[src/include/mmseq_pkg.sv]
/*
 contents: constants and the state type for the multiphase mode
 sequencer. assumes: 125 MHz ref_clk; analog comparators outside.
*/
package mmseq_pkg;
  // ==========================================================
  // code and level encoding, 12.5 mV per step
  localparam logic [6:0] MMSEQ_OFF_CODE = 7'h7f;
  localparam logic [6:0] MMSEQ_ZERO_CODE = 7'h78;
  localparam logic [6:0] MMSEQ_TOP_LEVEL = 7'h78;
  localparam logic [6:0] MMSEQ_BOOT_LEVEL = 7'h58;
  // shutdown ramp stops at one step, 12.5 mV
  localparam logic [6:0] MMSEQ_STOP_LEVEL = 7'h01;
  localparam logic [7:0] MMSEQ_GROUND_SENSE_OFFSET_ZERO = 8'h00;
  // ==========================================================
  // timing
  localparam int MMSEQ_CLK_MHZ = 125;
  localparam int MMSEQ_SETTLE_US = 20;
  localparam int MMSEQ_SETTLE_CYC = MMSEQ_SETTLE_US * MMSEQ_CLK_MHZ;
  localparam logic [11:0] MMSEQ_SETTLE_LAST =
      12'(MMSEQ_SETTLE_CYC - 1);
  localparam logic [7:0] MMSEQ_STEP_NOM = 8'h3f;
  localparam logic [1:0] MMSEQ_QUARTER = 2'h3;
  localparam logic [1:0] MMSEQ_PHASE_ONE = 2'h0;
  localparam logic [1:0] MMSEQ_PHASE_THREE = 2'h2;

  typedef enum logic [2:0] {
    ST_OFF, ST_WAIT_REF, ST_BOOT, ST_RUN, ST_DOWN, ST_DISCHARGE, ST_FAULT
  } mmseq_state_t;
endpackage : mmseq_pkg

[src/rtl/mmseq_sync.sv]
/*
 contents: two-flop synchroniser, one per asynchronous input bit.
 assumes: single ref_clk domain, asynchronous active-low reset.
*/
`timescale 1ns/1ps
`default_nettype none
module mmseq_sync #(
  parameter int W = 1
) (
  // clock and reset
  input wire logic ref_clk,
  input wire logic rstn,
  input wire logic clk_en,
  // data
  input wire logic [W-1:0] d,
  output logic [W-1:0] q
);
  typedef struct packed {
    logic [W-1:0] s1;
    logic [W-1:0] s2;
  } mmseq_sync_t;
  mmseq_sync_t st_reg, st_next;

  always_comb begin
    st_next = st_reg;
    if (clk_en) begin
      st_next.s1 = d;
      st_next.s2 = st_reg.s1;
    end
  end

  always_ff @(posedge ref_clk or negedge rstn) begin
    if (!rstn) begin
      st_reg <= '0;
    end else begin
      st_reg <= st_next;
    end
  end

  assign q = st_reg.s2;
endmodule : mmseq_sync
`default_nettype wire

[src/rtl/mmseq_top.sv]
/*
 contents: mode and phase sequencer of a multiphase step-down core
 controller. assumes: all status inputs come from analog comparators or
 pins outside the clock domain; gate drivers and dac are outside.
*/
`timescale 1ns/1ps
`default_nettype none
module mmseq_top
  import mmseq_pkg::*;
(
  // clock, reset, enable
  input wire logic ref_clk,
  input wire logic rstn,
  input wire logic clk_en,
  // cpu side pins
  input wire logic power_down_pin,
  input wire logic deep_sleep_request,
  input wire logic power_state_hint,
  input wire logic [6:0] voltage_code_bits,
  input wire logic [7:0] ground_sense_offset,
  // configuration
  input wire logic three_phase_cfg,
  // analog status
  input wire logic ref_ready,
  input wire logic out_above_reg,
  input wire logic min_off_done,
  input wire logic on_time_done,
  input wire logic undervoltage_protect,
  input wire logic overvoltage_protect,
  input wire logic thermal_fault,
  // gate drive
  output logic [1:0] high_side_gate,
  output logic phase_one_low_gate,
  output logic phase_two_low_gate,
  output logic third_phase_drive_out,
  output logic third_phase_drive_oe,
  output logic external_driver_skip,
  output logic overlap_active,
  output logic on_time_shorten,
  // target, status
  output logic [7:0] regulation_target,
  output logic [6:0] target_level,
  output logic integrator_en,
  output logic output_discharge_node,
  output logic supply_good_out,
  output logic clock_gate_out,
  output logic clock_gate_oe,
  output logic upper_thresh_blank,
  output logic pulse_skip_mode,
  output logic fault_latched
);
  // ==========================================================
  // input synchronisers
  logic [17:0] raw_in;
  logic [17:0] syn;
  assign raw_in = {power_down_pin, deep_sleep_request, power_state_hint,
                   ref_ready, out_above_reg, min_off_done, on_time_done,
                   undervoltage_protect, overvoltage_protect, thermal_fault,
                   ground_sense_offset};
  mmseq_sync #(.W(18)) u_sync_ctl (
    .ref_clk(ref_clk),
    .rstn(rstn),
    .clk_en(clk_en),
    .d(raw_in),
    .q(syn)
  );
  logic [6:0] code_s;
  mmseq_sync #(.W(7)) u_sync_code (
    .ref_clk(ref_clk),
    .rstn(rstn),
    .clk_en(clk_en),
    .d(voltage_code_bits),
    .q(code_s)
  );
  logic pd_s, ds_s, psi_s, ref_s, above_s, moff_s, ont_s, flt_s;
  logic [7:0] ground_sense_offset_s;
  assign pd_s = syn[17];
  assign ds_s = syn[16];
  assign psi_s = syn[15];
  assign ref_s = syn[14];
  assign above_s = syn[13];
  assign moff_s = syn[12];
  assign ont_s = syn[11];
  assign flt_s = syn[10] | syn[9] | syn[8];
  assign ground_sense_offset_s = syn[7:0];

  // ==========================================================
  // state
  typedef struct packed {
    mmseq_state_t st;
    logic pd_d;
    logic fault;
    logic [6:0] code_d;
    logic [6:0] level;
    logic [7:0] slew_cnt;
    logic overlap;
    logic [1:0] last_ph;
    logic [1:0] hs;
    logic p1_low, p2_low, p3_drv, p3_oe, skip;
    logic shorten;
    logic [7:0] tgt;
    logic integ;
    logic integ_wait;
    logic [11:0] settle;
    logic disch, good, cg, cg_oe, blank, pskip;
  } mmseq_top_t;
  mmseq_top_t s_reg, s_next;

  // code to level, top codes select zero
  function automatic logic [6:0] code_level(input logic [6:0] c);
    code_level = (c >= MMSEQ_ZERO_CODE) ? 7'h00 : 7'(MMSEQ_TOP_LEVEL - c);
  endfunction

  logic [6:0] want;
  logic [1:0] nph;
  logic [1:0] nxt_ph;
  logic step_due;
  logic [7:0] step_len;
  always_comb begin
    s_next = s_reg;
    want = code_level(code_s);
    nph = (three_phase_cfg && psi_s && !ds_s) ? 2'h3 :
          (ds_s ? 2'h1 : 2'h2);
    nxt_ph = (s_reg.last_ph + 2'h1 >= nph) ? MMSEQ_PHASE_ONE :
             2'(s_reg.last_ph + 2'h1);
    // boot and shutdown ramps run at one quarter of nominal slew
    step_len = (s_reg.st == ST_BOOT || s_reg.st == ST_DOWN) ?
               {MMSEQ_STEP_NOM[5:0], MMSEQ_QUARTER} : MMSEQ_STEP_NOM;
    step_due = (s_reg.slew_cnt >= step_len);
    if (clk_en) begin
      s_next.pd_d = pd_s;
      s_next.code_d = code_s;
      s_next.slew_cnt = step_due ? 8'h00 : 8'(s_reg.slew_cnt + 8'h01);
      // fault latch, cleared only by a low pin
      // set only with the pin high, so a latched fault always parks the gates
      if (flt_s && pd_s && s_reg.st != ST_OFF) begin
        s_next.fault = 1'b1;
      end else if (!pd_s) begin
        s_next.fault = 1'b0;
      end
      case (s_reg.st)
        ST_OFF: begin
          s_next.level = 7'h00;
          if (pd_s && code_s != MMSEQ_OFF_CODE) begin
            s_next.st = ST_WAIT_REF;
          end
        end
        ST_WAIT_REF: begin
          if (ref_s) begin
            s_next.st = ST_BOOT;
          end
        end
        ST_BOOT: begin
          // ramp from zero to boot level
          if (step_due && s_reg.level < MMSEQ_BOOT_LEVEL) begin
            s_next.level = 7'(s_reg.level + 7'h01);
          end else if (s_reg.level >= MMSEQ_BOOT_LEVEL) begin
            s_next.st = ST_RUN;
          end
        end
        ST_RUN: begin
          if (step_due && s_reg.level < want) begin
            s_next.level = 7'(s_reg.level + 7'h01);
          end else if (step_due && s_reg.level > want) begin
            s_next.level = 7'(s_reg.level - 7'h01);
          end
        end
        ST_DOWN: begin
          // ramp down to one step, then discharge
          if (s_reg.level <= MMSEQ_STOP_LEVEL) begin
            s_next.st = ST_DISCHARGE;
            s_next.level = 7'h00;
          end else if (step_due) begin
            s_next.level = 7'(s_reg.level - 7'h01);
          end
        end
        ST_DISCHARGE: begin
          if (pd_s && !s_reg.pd_d) begin
            s_next.st = ST_WAIT_REF;
          end else if (pd_s && code_s != MMSEQ_OFF_CODE) begin
            s_next.st = ST_WAIT_REF;
          end
        end
        ST_FAULT: begin
          s_next.level = 7'h00;
        end
        default: begin
          s_next.st = ST_OFF;
        end
      endcase
      // pin low with nothing to ramp: low-power off
      if (!pd_s && (s_reg.st == ST_OFF || s_reg.st == ST_WAIT_REF ||
                    s_reg.st == ST_FAULT || s_reg.st == ST_DISCHARGE)) begin
        s_next.st = ST_OFF;
      end else if ((!pd_s || code_s == MMSEQ_OFF_CODE) &&
                   (s_reg.st == ST_BOOT || s_reg.st == ST_RUN)) begin
        // off code and falling pin share the shutdown ramp
        s_next.st = ST_DOWN;
      end
      // fault wins over every mode input except a low pin, which clears it
      if (s_next.fault && pd_s) begin
        s_next.st = ST_FAULT;
      end
      // pulse skipping only in deep sleep or boot
      s_next.pskip = (s_next.st == ST_RUN && ds_s) || s_next.st == ST_BOOT;
      if (s_reg.st == ST_RUN && ds_s && code_s != s_reg.code_d) begin
        s_next.integ = 1'b0;
        s_next.integ_wait = 1'b1;
        s_next.settle = 12'h000;
      end else if (s_reg.integ_wait && s_reg.level == want && above_s) begin
        if (s_reg.settle >= MMSEQ_SETTLE_LAST) begin
          s_next.integ = 1'b1;
          s_next.integ_wait = 1'b0;
        end else begin
          s_next.settle = 12'(s_reg.settle + 12'h001);
        end
      end else if (!s_reg.integ_wait) begin
        s_next.integ = (s_next.st == ST_RUN);
      end
      // low output after off-time: overlap all phases
      if (s_next.st != ST_RUN || ds_s) begin
        s_next.overlap = 1'b0;
      end else if (moff_s && !above_s) begin
        s_next.overlap = 1'b1;
      end else if (moff_s && above_s && s_reg.overlap) begin
        // leave overlap only when above regulation
        s_next.overlap = 1'b0;
        // resume after the last phase fired
        s_next.last_ph = nxt_ph;
      end
      // one third shorter on-time in overlap with three phases
      s_next.shorten = s_next.overlap && nph == 2'h3;
      if (s_next.st == ST_RUN && !s_next.overlap && ont_s) begin
        s_next.last_ph = nxt_ph;
      end
      if (s_next.st == ST_RUN) begin
        s_next.hs = s_next.overlap ? {nph != 2'h1, 1'b1} :
                    {s_next.last_ph == 2'h1 && !ds_s,
                     s_next.last_ph == 2'h0};
      end else begin
        s_next.hs = 2'b00;
      end
      // deep sleep in run turns off both phase two gates; in shutdown the phase two low gate stays on
      s_next.p1_low = (s_next.st == ST_RUN || s_next.st == ST_DOWN ||
                       s_next.st == ST_BOOT) && !s_next.hs[0];
      s_next.p2_low = (s_next.st == ST_RUN && !ds_s ||
                       s_next.st == ST_DOWN) && !s_next.hs[1];
      // hint low in run: third phase tri-stated, skip low
      s_next.p3_oe = three_phase_cfg && (s_next.st == ST_DOWN ||
                     s_next.st == ST_RUN && psi_s && !ds_s);
      s_next.p3_drv = s_next.p3_oe &&
                      (s_next.overlap || s_next.last_ph == MMSEQ_PHASE_THREE);
      // full power: skip line high, forced pwm
      s_next.skip = s_next.p3_oe;
      // target is level plus ground offset
      s_next.tgt = 8'({1'b0, s_next.level} + ground_sense_offset_s);
      s_next.disch = s_next.st == ST_DISCHARGE || s_next.st == ST_FAULT;
      s_next.good = s_next.st == ST_RUN && s_next.level == want;
      // clock gate hiz on pin low; off code drives it high
      s_next.cg_oe = pd_s;
      s_next.cg = !s_next.good;
      s_next.blank = s_next.st == ST_RUN && ds_s;
    end
  end

  always_ff @(posedge ref_clk or negedge rstn) begin
    if (!rstn) begin
      s_reg <= '{st: ST_OFF, tgt: MMSEQ_GROUND_SENSE_OFFSET_ZERO, cg: 1'b1, default: '0};
    end else begin
      s_reg <= s_next;
    end
  end

  assign high_side_gate = s_reg.hs;
  assign phase_one_low_gate = s_reg.p1_low;
  assign phase_two_low_gate = s_reg.p2_low;
  assign third_phase_drive_out = s_reg.p3_drv;
  assign third_phase_drive_oe = s_reg.p3_oe;
  assign external_driver_skip = s_reg.skip;
  assign overlap_active = s_reg.overlap;
  assign on_time_shorten = s_reg.shorten;
  assign regulation_target = s_reg.tgt;
  assign target_level = s_reg.level;
  assign integrator_en = s_reg.integ;
  assign output_discharge_node = s_reg.disch;
  assign supply_good_out = s_reg.good;
  assign clock_gate_out = s_reg.cg;
  assign clock_gate_oe = s_reg.cg_oe;
  assign upper_thresh_blank = s_reg.blank;
  assign pulse_skip_mode = s_reg.pskip;
  assign fault_latched = s_reg.fault;
endmodule : mmseq_top
`default_nettype wire

[config.mk]
export PLATFORM = sky130hd
export DESIGN_NAME = mmseq_top
export DESIGN_NICKNAME = d
export VERILOG_FILES = /design/src/include/mmseq_pkg.sv /design/src/rtl/mmseq_sync.sv /design/src/rtl/mmseq_top.sv
export SDC_FILE = /design/constraint.sdc
export NUM_CORES = 1
export LEC_CHECK = 0
export BUFFER_PORTS_ARGS = -buffer_cell sky130_fd_sc_hd__buf_4
export CAP_MARGIN = 20
export CORE_MARGIN = 2
export CORE_UTILIZATION = 40
export CTS_CLUSTER_DIAMETER = 40
export DETAILED_ROUTE_END_ITERATION = 12
export GPL_ROUTABILITY_DRIVEN = 0
export PLACE_DENSITY = 0.61
export SKIP_LAST_GASP = 1
export SYNTH_ARGS = -nofsm -noshare
export SYNTH_HDL_FRONTEND = slang
export SYNTH_HIERARCHICAL = 1
export SYNTH_SLANG_ARGS = --single-unit
[constraint.sdc]
create_clock -name ref_clk -period 9.1 [get_ports ref_clk]
set_input_delay 1.365 -clock ref_clk [delete_from_list [all_inputs] [get_ports ref_clk]]
set_output_delay 1.365 -clock ref_clk [all_outputs]
set_load 0.02 [all_outputs]
---- Word-level counts from Yosys, hierarchy flattened ----
Index checks and enable logic that the tools add are counted.
Widths: inputs -> output; s select.
cells by class
  $add $sub $neg .......................... 7
  bitwise operators ....................... 2
  $lt $le $gt $ge ......................... 9
  equality and inequality tests ........... 24
  reductions and logical operators ........ 64
  muxes and demuxes ....................... 44
operator list
  kind                   count
  $mux 7                 7
  $mux 3                 11
  $logic_and 1x1->1      32
  $pmux 7 s4             1
  $mux 2                 11
  $eq 3x3->1 const B     6
  $pmux 3 s6             1
  $mux 8                 2
  $eq 7x7->1             2
  $ge 7x7->1 const B     2
  $logic_or 1x1->1       14
  $mux 14                1
  $mux 13                1
  $add 12x1->12 const B  1
  $eq 3x2->1 const B     4
  $ge 12x12->1 const B   1
  $mux 12                1
  $reduce_and 3->1       3
  $add 7x8->8            1
  $add 8x1->8 const B    1
  $ge 8x8->1             1
  $logic_not 1->1        8
  $mux 1                 8
  $add 7x1->7 const B    1
  24 further kinds       29
storage, ports and cells
  flip-flop bits (word level) ............. 114
  word-level logic and storage cells ...... 177

---- Longest topological paths before layout ----
Gate-level depths: netlist of run 1.
  depth in word-level cells ............... 27
  depth in mapped cells ................... 25
  mapped depth without buffers ............ 24

---- Hierarchy ----
Netlist of run 1, hierarchy kept.
modules (own cells, without submodules)
  module                     times used  area each (µm²)  cells each
  mmseq_top                  1           5217.5           613
  mmseq_sync at u_sync_ctl   1           1625.3           94
  mmseq_sync at u_sync_code  1           571.8            36

---- Worst setup path before layout of run 1 ----
OpenSTA, ideal clock, no wires.
  path kind ............................... register to register
  from .................................... register u_sync_code.st_reg (netlist bit u_sync_code/q[2])
  to ...................................... register s_reg (netlist bit regulation_target[7])
  buffers on the path ..................... 2
  stages on the path, launching flop included .. 23
  arrival time ............................ 4.487 ns
  path slack .............................. 4.488 ns
  clock period less this slack ............ 4.612 ns
  library setup time ...................... 0.125 ns
  path through ............................ dfrtp_1 > buf_4 > buf_2 > or3_1 > a211oi_1 > a31o_2 > inv_1 > ha_1 > a21oi_1 > a21oi_1 > nor2_2 > mux2_2 > a21oi_1 > a2bb2oi_1 > ha_1 > a21o_1 > a21oi_1 > o21bai_1 > a21oi_1 > o21bai_1 > a21oi_1 > xnor2_1 > mux2_2
on the way
  word-level cells in the longest chain between the ends .. 9
RTL lines
  element                                           RTL line          source
  start, declared                                   mmseq_sync.sv:22  mmseq_sync_t st_reg, st_next;
  start signal, assigned                            mmseq_sync.sv:36  st_reg <= st_next;
  $sub 7x7->7 / $ge 7x7->1 (equally long branches)  mmseq_top.sv:111  code_level = (c >= MMSEQ_ZERO_CODE) ? 7'h00 : 7'(MMSEQ_TOP_LEVEL - c);
  $mux 7 *                                          mmseq_top.sv:111
  $gt 7x7->1                                        mmseq_top.sv:164  end else if (step_due && s_reg.level > want) begin
  $logic_and 1x1->1                                 mmseq_top.sv:164
  $mux 7                                            mmseq_top.sv:164
  $mux 7 *                                          mmseq_top.sv:162  if (step_due && s_reg.level < want) begin
  $pmux 7 s4 *                                      mmseq_top.sv:141  case (s_reg.st)
  $mux 7 *                                          mmseq_top.sv:130  if (clk_en) begin
  $add 7x8->8 *                                     mmseq_top.sv:256  s_next.tgt = 8'({1'b0, s_next.level} + ground_sense_offset_s);
  end signal, assigned                              mmseq_top.sv:270  s_reg <= s_next;
  end, declared                                     mmseq_top.sv:107  mmseq_top_t s_reg, s_next;
Every way passes the cells marked *; elsewhere a longest branch is shown, timed or not. The select of a mux whose other input is x is not followed.
A chain may end at the register's enable or synchronous reset.

---- Final worst setup path of run 1 ----
  from .................................... register s_reg[65] in the netlist's numbering
  to ...................................... register s_reg (netlist bit regulation_target[7])
on the way
  word-level cells in the longest chain between the ends .. 10
RTL lines
  element                                          RTL line                            source
  $eq 3x2->1 / $eq 3x3->1 (equally long branches)  mmseq_top.sv:127, mmseq_top.sv:141
  $logic_or 1x1->1                                 mmseq_top.sv:127                    step_len = (s_reg.st == ST_BOOT || s_reg.st == ST_DOWN) ?
  $mux 8                                           mmseq_top.sv:127
  $ge 8x8->1                                       mmseq_top.sv:129                    step_due = (s_reg.slew_cnt >= step_len);
  $logic_and 1x1->1                                mmseq_top.sv:164
  $mux 7                                           mmseq_top.sv:164
  $mux 7                                           mmseq_top.sv:162
  $pmux 7 s4 *                                     mmseq_top.sv:141
  $mux 7 *                                         mmseq_top.sv:130
  $add 7x8->8 *                                    mmseq_top.sv:256
Marked as above.

==> qor.csv, run 1 <==
metric,value,unit
cts_buffer_depth,2,
clock_latency,420,ps
gr-total-overflow,0,
synthSimpleGateAreaFrac,0.1397,
syn_to_final_growth,10.58,%
worstPathMaxFanout,22,
drc_errors,0,
dr.pass1.iters,8,
grt_pass1_wl,29330,um
initial_core_util,0.4100,
worstPathRequired,9400,ps
ys.flop_type,dfrtp_1,
ff_latch_area,0.002854,mm^2
timing.fmax,189.7,MHz
die-area,0.01964,mm^2
power.density,245.1,mW/mm^2
antenna_left,0,
grt_pass1_vias,5699,
largest_reg_flops,33,
fin_skew,10.34,ps
die_h,140.2,um
design_area,0.008199,mm^2
synth_area,0.007415,mm^2
cts_hold_buf,0,
dpl_cell_area,0.007630,mm^2
cts.clk_slew.worst_paths,60,ps
ys_async_sr_fraction,1.000,
cts_resized,0,
slew_violations,0,
crit_top_cell,a21oi_1,
maxCapViolations,0,
post_cts_buffers,0,
synth_xor_area_frac,0.03189,
nets,804,
ys_types,87,
grt.total_usage,0.1864,
ir_drop,0.1360,mV
synth_compound_area_frac,0.1865,
syn_nets,798,
drive_gt1_frac,0.2457,
hold_viol_final,0,
crit_slowest_cell,o21a_1,
dpl.hpwl,12380,um
period_minus_slack,5272,ps
rsz0062_at_grt,no,
synth.ff_latch_count,114,
row_count,49,
power.leakage,3.529,nW
setup_viol,0,
cts_made_buffers,17,
fin_cells,990,
synth_mux_area_frac,0.1225,
cp.arrival,5570,ps
fin_tns_setup,0,ps
syn_inst,743,
routed_wl,17590,um
nFillCells,1664,
critical_path_class,reg2reg,
status,"complete, no violations",
hold_class,reg2reg,
multi_input_area,0.003896,mm^2
vias_per_cell,5.810,
crit_chain,nor3b_1 -> nor2_1 -> ha_1 -> a21oi_1 -> o21a_1 -> o211ai_1 -> o211ai_1 -> o21ai_0 -> a2bb2oi_1 -> ha_1 -> a21o_1 -> a21oi_1 -> o21bai_1 -> a21oi_1 -> o21bai_1 -> a21oi_1 -> xnor2_1 -> mux2_2,
tightestPinTransition,876.8,ps
grt_max_degree,82,
cp_slowest_stage_delay,700,ps
wire_per_inst,17.77,um
yosysSeqAreaShare,0.3849,
coreArea,0.01809,mm^2
drt_iter0_markers,494,
yosys.area.top_type_share,0.3814,
synth_edf_count,0,
yosys_warnings,6,
vias,5752,
ios,61,
die_w,140.2,um
cts_root_buf,clkbuf_16,
yosysTopAreaCell,dfrtp_1,
synthAdderAreaFrac,0.04489,
crit_path_end_kind,register,
antenna_cells,0,
cts.htree.levels,4,
post-route-period-util,0.5794,
dp_cells,958,
critPathLaunchType,register,
synthTopCellsByArea,"dfrtp_1 (38%), mux2_4 (6.1%), mux2_2 (5.8%), buf_4 (4.5%), ha_1 (4.2%)",
antenna_found_initial,0,
clock-sinks,114,
syn-mean-instance-area,9.979,um^2
io_buffers,60,
slew_headroom,0.4148,
cts_tree,built,
synth_top_family_by_area,compound AO/OA/AOI/OAI gates,
final_core_util,0.4533,
cells by family (layout without fill, tap and decap cells):
| group | after synthesis | count (layout) |
|---|---|---|
| fa+ha+maj | 26 | 26 |
| xor+xnor | 27 | 27 |
| flops | 114 | 114 |
| simple gates | 201 | 201 |
| buf+inv | 108 | 126 |
| mux | 71 | 71 |
| compound gates | 196 | 196 |
cells in the mapped netlist (9+ instances only):
library cell	count
mux2_4	30
clkbuf_1	14
a31oi_1	9
nor2_1	46
nand2b_1	9
xnor2_1	11
a21o_1	10
nand2_1	55
o21ai_0	37
nor3_1	10
xor2_1	16
inv_1	30
dfrtp_1	113
nand3_1	25
a21oi_1	41
a211oi_1	10
ha_1	25
buf_2	9
buf_4	44
mux2_2	38
layer usage:
layer  routed length, um  part of all wire  GRT usage  vias to the layer above
met5                   0                 0          0                        -
met4                 454             0.026    0.08506                        0
met3                1033             0.059    0.03590                       44
met2                8360              0.48     0.2972                      196
met1                7745              0.44     0.2466                     2821
li1                    -                 -          -                     2691
path summary, 6_finish.rpt:
kind | endpoint | from | cells after the start | slack, ps
setup / recovery | regulation_target[7]$_DFFE_PN0P_ | s_reg[65]$_DFFE_PN0P_ | 18 | 3830
hold / removal | high_side_gate[1]$_DFFE_PN0P_ | high_side_gate[1]$_DFFE_PN0P_ | 1 | 480
setup reg to reg | regulation_target[7]$_DFFE_PN0P_ | s_reg[65]$_DFFE_PN0P_ | 18 | 3830
hold reg to reg | high_side_gate[1]$_DFFE_PN0P_ | high_side_gate[1]$_DFFE_PN0P_ | 1 | 480
max in group asynchronous | clock_gate_out$_DFFE_PN1P_ | rstn | 3 | 7240
min in group asynchronous | u_sync_ctl/q[15]$_DFFE_PN0P_ | rstn | 1 | 890
area by class of cell:
type                            instances  area share
Clock buffer                           18     0.05356
Tap cell                              229     0.03495
Sequential cell                       114      0.3481
Clock inverter                         13     0.01251
Multi-Input combinational cell        521      0.4752
Timing Repair Buffer                   65     0.06196
Inverter                               30     0.01373
power by group:
part	leakage, nW	switching [W]	internal (W)
registers	1.40	0.000126	0.000598
logic	1.87	0.000371	0.000299
clock network	0.260	0.000259	0.000356
total	3.53	0.000755	0.00125
per-stage QoR:
stage | worst slack [ps] | hold slack (ps) | total power [W]
after floorplan | 4488 | 454.2 | 0.001244
after global placement | 4128 | 470.7 | 0.001369
after detailed placement | 3900 | 471.3 | 0.001394
after CTS | 3881 | 483.6 | 0.002016
after global routing | 3314 | 514.0 | 0.002137
final | 3828 | 481.1 | 0.002010
cell usage in the layout (no fill, tap or decap), types with 5 or more instances in the layout:
cell	n
xor2_1	16
dfrtp_1	113
a31oi_1	9
nor3b_1	5
nand4_1	6
a21o_1	10
o21bai_1	6
ha_1	25
o21a_1	8
o21ai_0	37
mux2_2	38
nand3_1	25
nand2b_1	9
or3_1	8
a211oi_1	10
o211ai_1	6
inv_1	30
and3_1	7
a21oi_1	41
o31ai_1	5
xnor2_1	11
nor3_1	10
clkbuf_16	17
nand2_1	55
nor2_1	46
o2111ai_1	6
mux2_4	30
buf_4	64
critical path, delay by kind of cell, from the launching register on:
family                   cells  cell delay, ps
XOR/XNOR                     1              80
AO/OA/AOI/OAI               12            2950
flip-flops                   1             600
adder cells (fa/ha/maj)      2             640
multiplexers                 1             250
AND/OR/NAND/NOR              2             640
Note: power is estimated with default switching activity, not from simulation.
==> run 2, diff against run 1 <==
--- a/config.mk
+++ b/config.mk
@@ -12,7 +12,7 @@
 export CTS_CLUSTER_DIAMETER = 40
 export DETAILED_ROUTE_END_ITERATION = 12
 export GPL_ROUTABILITY_DRIVEN = 0
-export PLACE_DENSITY = 0.61
+export PLACE_DENSITY = 0.63
 export SKIP_LAST_GASP = 1
 export SYNTH_ARGS = -nofsm -noshare
 export SYNTH_HDL_FRONTEND = slang
==> constraint.sdc (replaced) <==
create_clock -name ref_clk -period 4.5 [get_ports ref_clk]
set_input_delay 0.675 -clock ref_clk [delete_from_list [all_inputs] [get_ports ref_clk]]
set_output_delay 0.675 -clock ref_clk [all_outputs]
set_load 0.02 [all_outputs]
==> run 2 against run 1 <==
Against the previous run: power increased by 110%; maximum frequency grew 22%; final cell count is 4.3% higher; worst setup slack got worse by 3700 ps; clock-buffer cell count is 2 higher; wire length grew 1.8%; core utilization is 2.8 points higher; via count rose by 0.64%; global-route usage shrank 0.55 points; critical endpoint unchanged; highest routed layer unchanged.
==> qor.csv, run 2 (synthesis results as in run 1) <==
metric,value,unit,change
drive_gt1_frac,0.3221,,+0.07641
crit_chain,or3_4 -> a211oi_2 -> a31o_2 -> inv_1 -> ha_4 -> nand3b_1 -> a21o_1 -> a2111oi_1 -> a21oi_1 -> a31oi_1 -> o22ai_1 -> ha_1 -> inv_1 -> o21bai_1 -> a21oi_2 -> o21bai_1 -> a21oi_2 -> xnor2_1 -> mux2_2,,
worstPathMaxFanout,6,,-73%
die-area,0.01964,mm^2,unchanged
nets,846,,+5.2%
cts_tree,built,,
antenna_cells,0,,unchanged
cts_made_buffers,17,,unchanged
timing.fmax,230.7,MHz,+22%
drc_errors,0,,unchanged
syn_to_final_growth,17.30,%,
final_common_cell,dfrtp_1,,
maxCapViolations,0,,unchanged
grt.total_usage,0.1809,,-0.005498
nFillCells,1659,,-0.30%
power.density,488.1,mW/mm^2,+99%
fin_tns_setup,0,ps,unchanged
critical_path_class,reg2reg,,
setup_viol,0,,unchanged
gr-total-overflow,0,,unchanged
crit_slowest_cell,dfrtp_2,,
crit_path_end_kind,register,,
ios,61,,unchanged
power.leakage,3.747,nW,+6.2%
cts.clk_slew.worst_paths,60,ps,about the same
routed_wl,17910,um,+1.8%
ir_drop,0.3384,mV,+150%
hold_viol_final,0,,unchanged
cp.arrival,4640,ps,-930 ps
tightestPinTransition,906.0,ps,+29.19 ps
whs,386.6,ps,-94.50 ps
fin_total_pwr,0.004245,W,+110%
initial_core_util,0.4100,,unchanged
antenna_found_initial,0,,unchanged
antenna_left,0,,unchanged
cts.htree.levels,4,,unchanged
dp_slack,-82.46,ps,-3983 ps
largest_reg_flops,33,,unchanged
grt_max_degree,80,,-2.4%
fin_skew,15.76,ps,+5.428 ps
die_h,140.2,um,unchanged
mostFrequentLayoutCells,"dfrtp_1 (107), buf_4 (106), nand2_1 (55)",,
status,"complete, no violations",,
critPathTopFamily,compound AO/OA/AOI/OAI gates,,
drt_iter0_markers,406,,-18%
vias,5789,,+0.64%
period_minus_slack,4335,ps,-937.6 ps
slew_headroom,0.3960,,-0.01882
row_count,49,,unchanged
hold_class,in2async,,
coreArea,0.01809,mm^2,unchanged
clock_latency,420,ps,about the same
grt_pass1_vias,5393,,-5.4%
dpl.hpwl,12630,um,+2.0%
timing.critical_path.buf_inv,2,,+2
setup_ws,165.3,ps,-3662 ps
vias_per_cell,5.604,,-3.5%
final_core_util,0.4809,,+0.02753
slew_violations,0,,unchanged
post-route-period-util,0.9633,,+0.3839
wire_per_inst,17.33,um,-2.5%
cts_root_buf,clkbuf_16,,
dr.pass1.iters,6,,-2
cp_slowest_stage_delay,440,ps,-260 ps
grt_pass1_wl,28370,um,-3.3%
io_buffers,60,,unchanged
die_w,140.2,um,unchanged
worstPathRequired,4810,ps,-4590 ps
clock-sinks,114,,unchanged
critPathLaunchType,register,,
cts_buffer_depth,2,,unchanged
[run 2: cell count changes in the layout (fill, tap and decap cells not counted), sizes merged]
| cell | before | now |
|---|---|---|
| buf | 65 | 107 |
| clkbuf | 18 | 20 |
| clkinvlp | 3 | 1 |
| clkinv | 6 | 7 |
[run 2: path summary, 6_finish.rpt]
path                                                     from  slack (ps)                           endpoint  depth (start not counted)
max in group asynchronous                                rstn        3270              s_reg[41]$_DFFE_PN0P_                          2
min in group ref_clk                   ground_sense_offset[5]         480  u_sync_ctl/st_reg[23]$_DFFE_PN0P_                          2
worst min register to register  high_side_gate[1]$_DFFE_PN0P_         490      high_side_gate[1]$_DFFE_PN0P_                          1
worst max register to register   u_sync_code/q[2]$_DFFE_PN0P_         170   regulation_target[7]$_DFFE_PN0P_                         19
worst min-delay path                                     rstn         390  u_sync_ctl/st_reg[29]$_DFFE_PN0P_                          1
worst max-delay path             u_sync_code/q[2]$_DFFE_PN0P_         170   regulation_target[7]$_DFFE_PN0P_                         19
[run 2: per-layer routing]
| metal | share of wire | wire length (um) | vias to the layer above | GRT usage |
|---|---|---|---|---|
| met5 | 0 | 0 | - | 0 |
| li1 | - | - | 2792 | - |
| met3 | 0.050 | 887 | 32 | 0.03453 |
| met2 | 0.47 | 8349 | 190 | 0.2843 |
| met1 | 0.46 | 8313 | 2775 | 0.2488 |
| met4 | 0.020 | 356 | 0 | 0.06805 |
[run 2: metrics by stage]
| step | cells | instance area (um^2) |
|---|---|---|
| final | 1033 | 8697 |
| after global routing | 1033 | 8697 |
| after CTS | 1028 | 8498 |
| after detailed placement | 996 | 7929 |
| after global placement | 996 | 7929 |
| after floorplan | 743 | 7428 |
[run 2: power by group]
group	internal (W)	switching (W)
sequential	0.00121	0.000202
clock	0.000715	0.000523
combinational	0.000718	0.000873
total	0.00265	0.00160
[run 2: cell type report]
class	count	area [um^2]	area share
multi-input cells	521	4074	0.4684
clock inverters	12	102.6	0.01180
clock buffers	20	436.7	0.05021
inverters	30	112.6	0.01295
repair buffers	107	823.3	0.09466
well taps	229	286.5	0.03294
flip-flops and latches	114	2861	0.3290
[run 2: timing repair]
action | 4_1_cts | 5_1_grt
pin swaps | 1 | 8
setup buffers | 0 | 4
endpoints found under the setup margin | 2 | 4
cloned | 0 | 0
hold endpoints to repair | 0 | 0
resized for setup | 7 | 34
hold buffers | 0 | 0
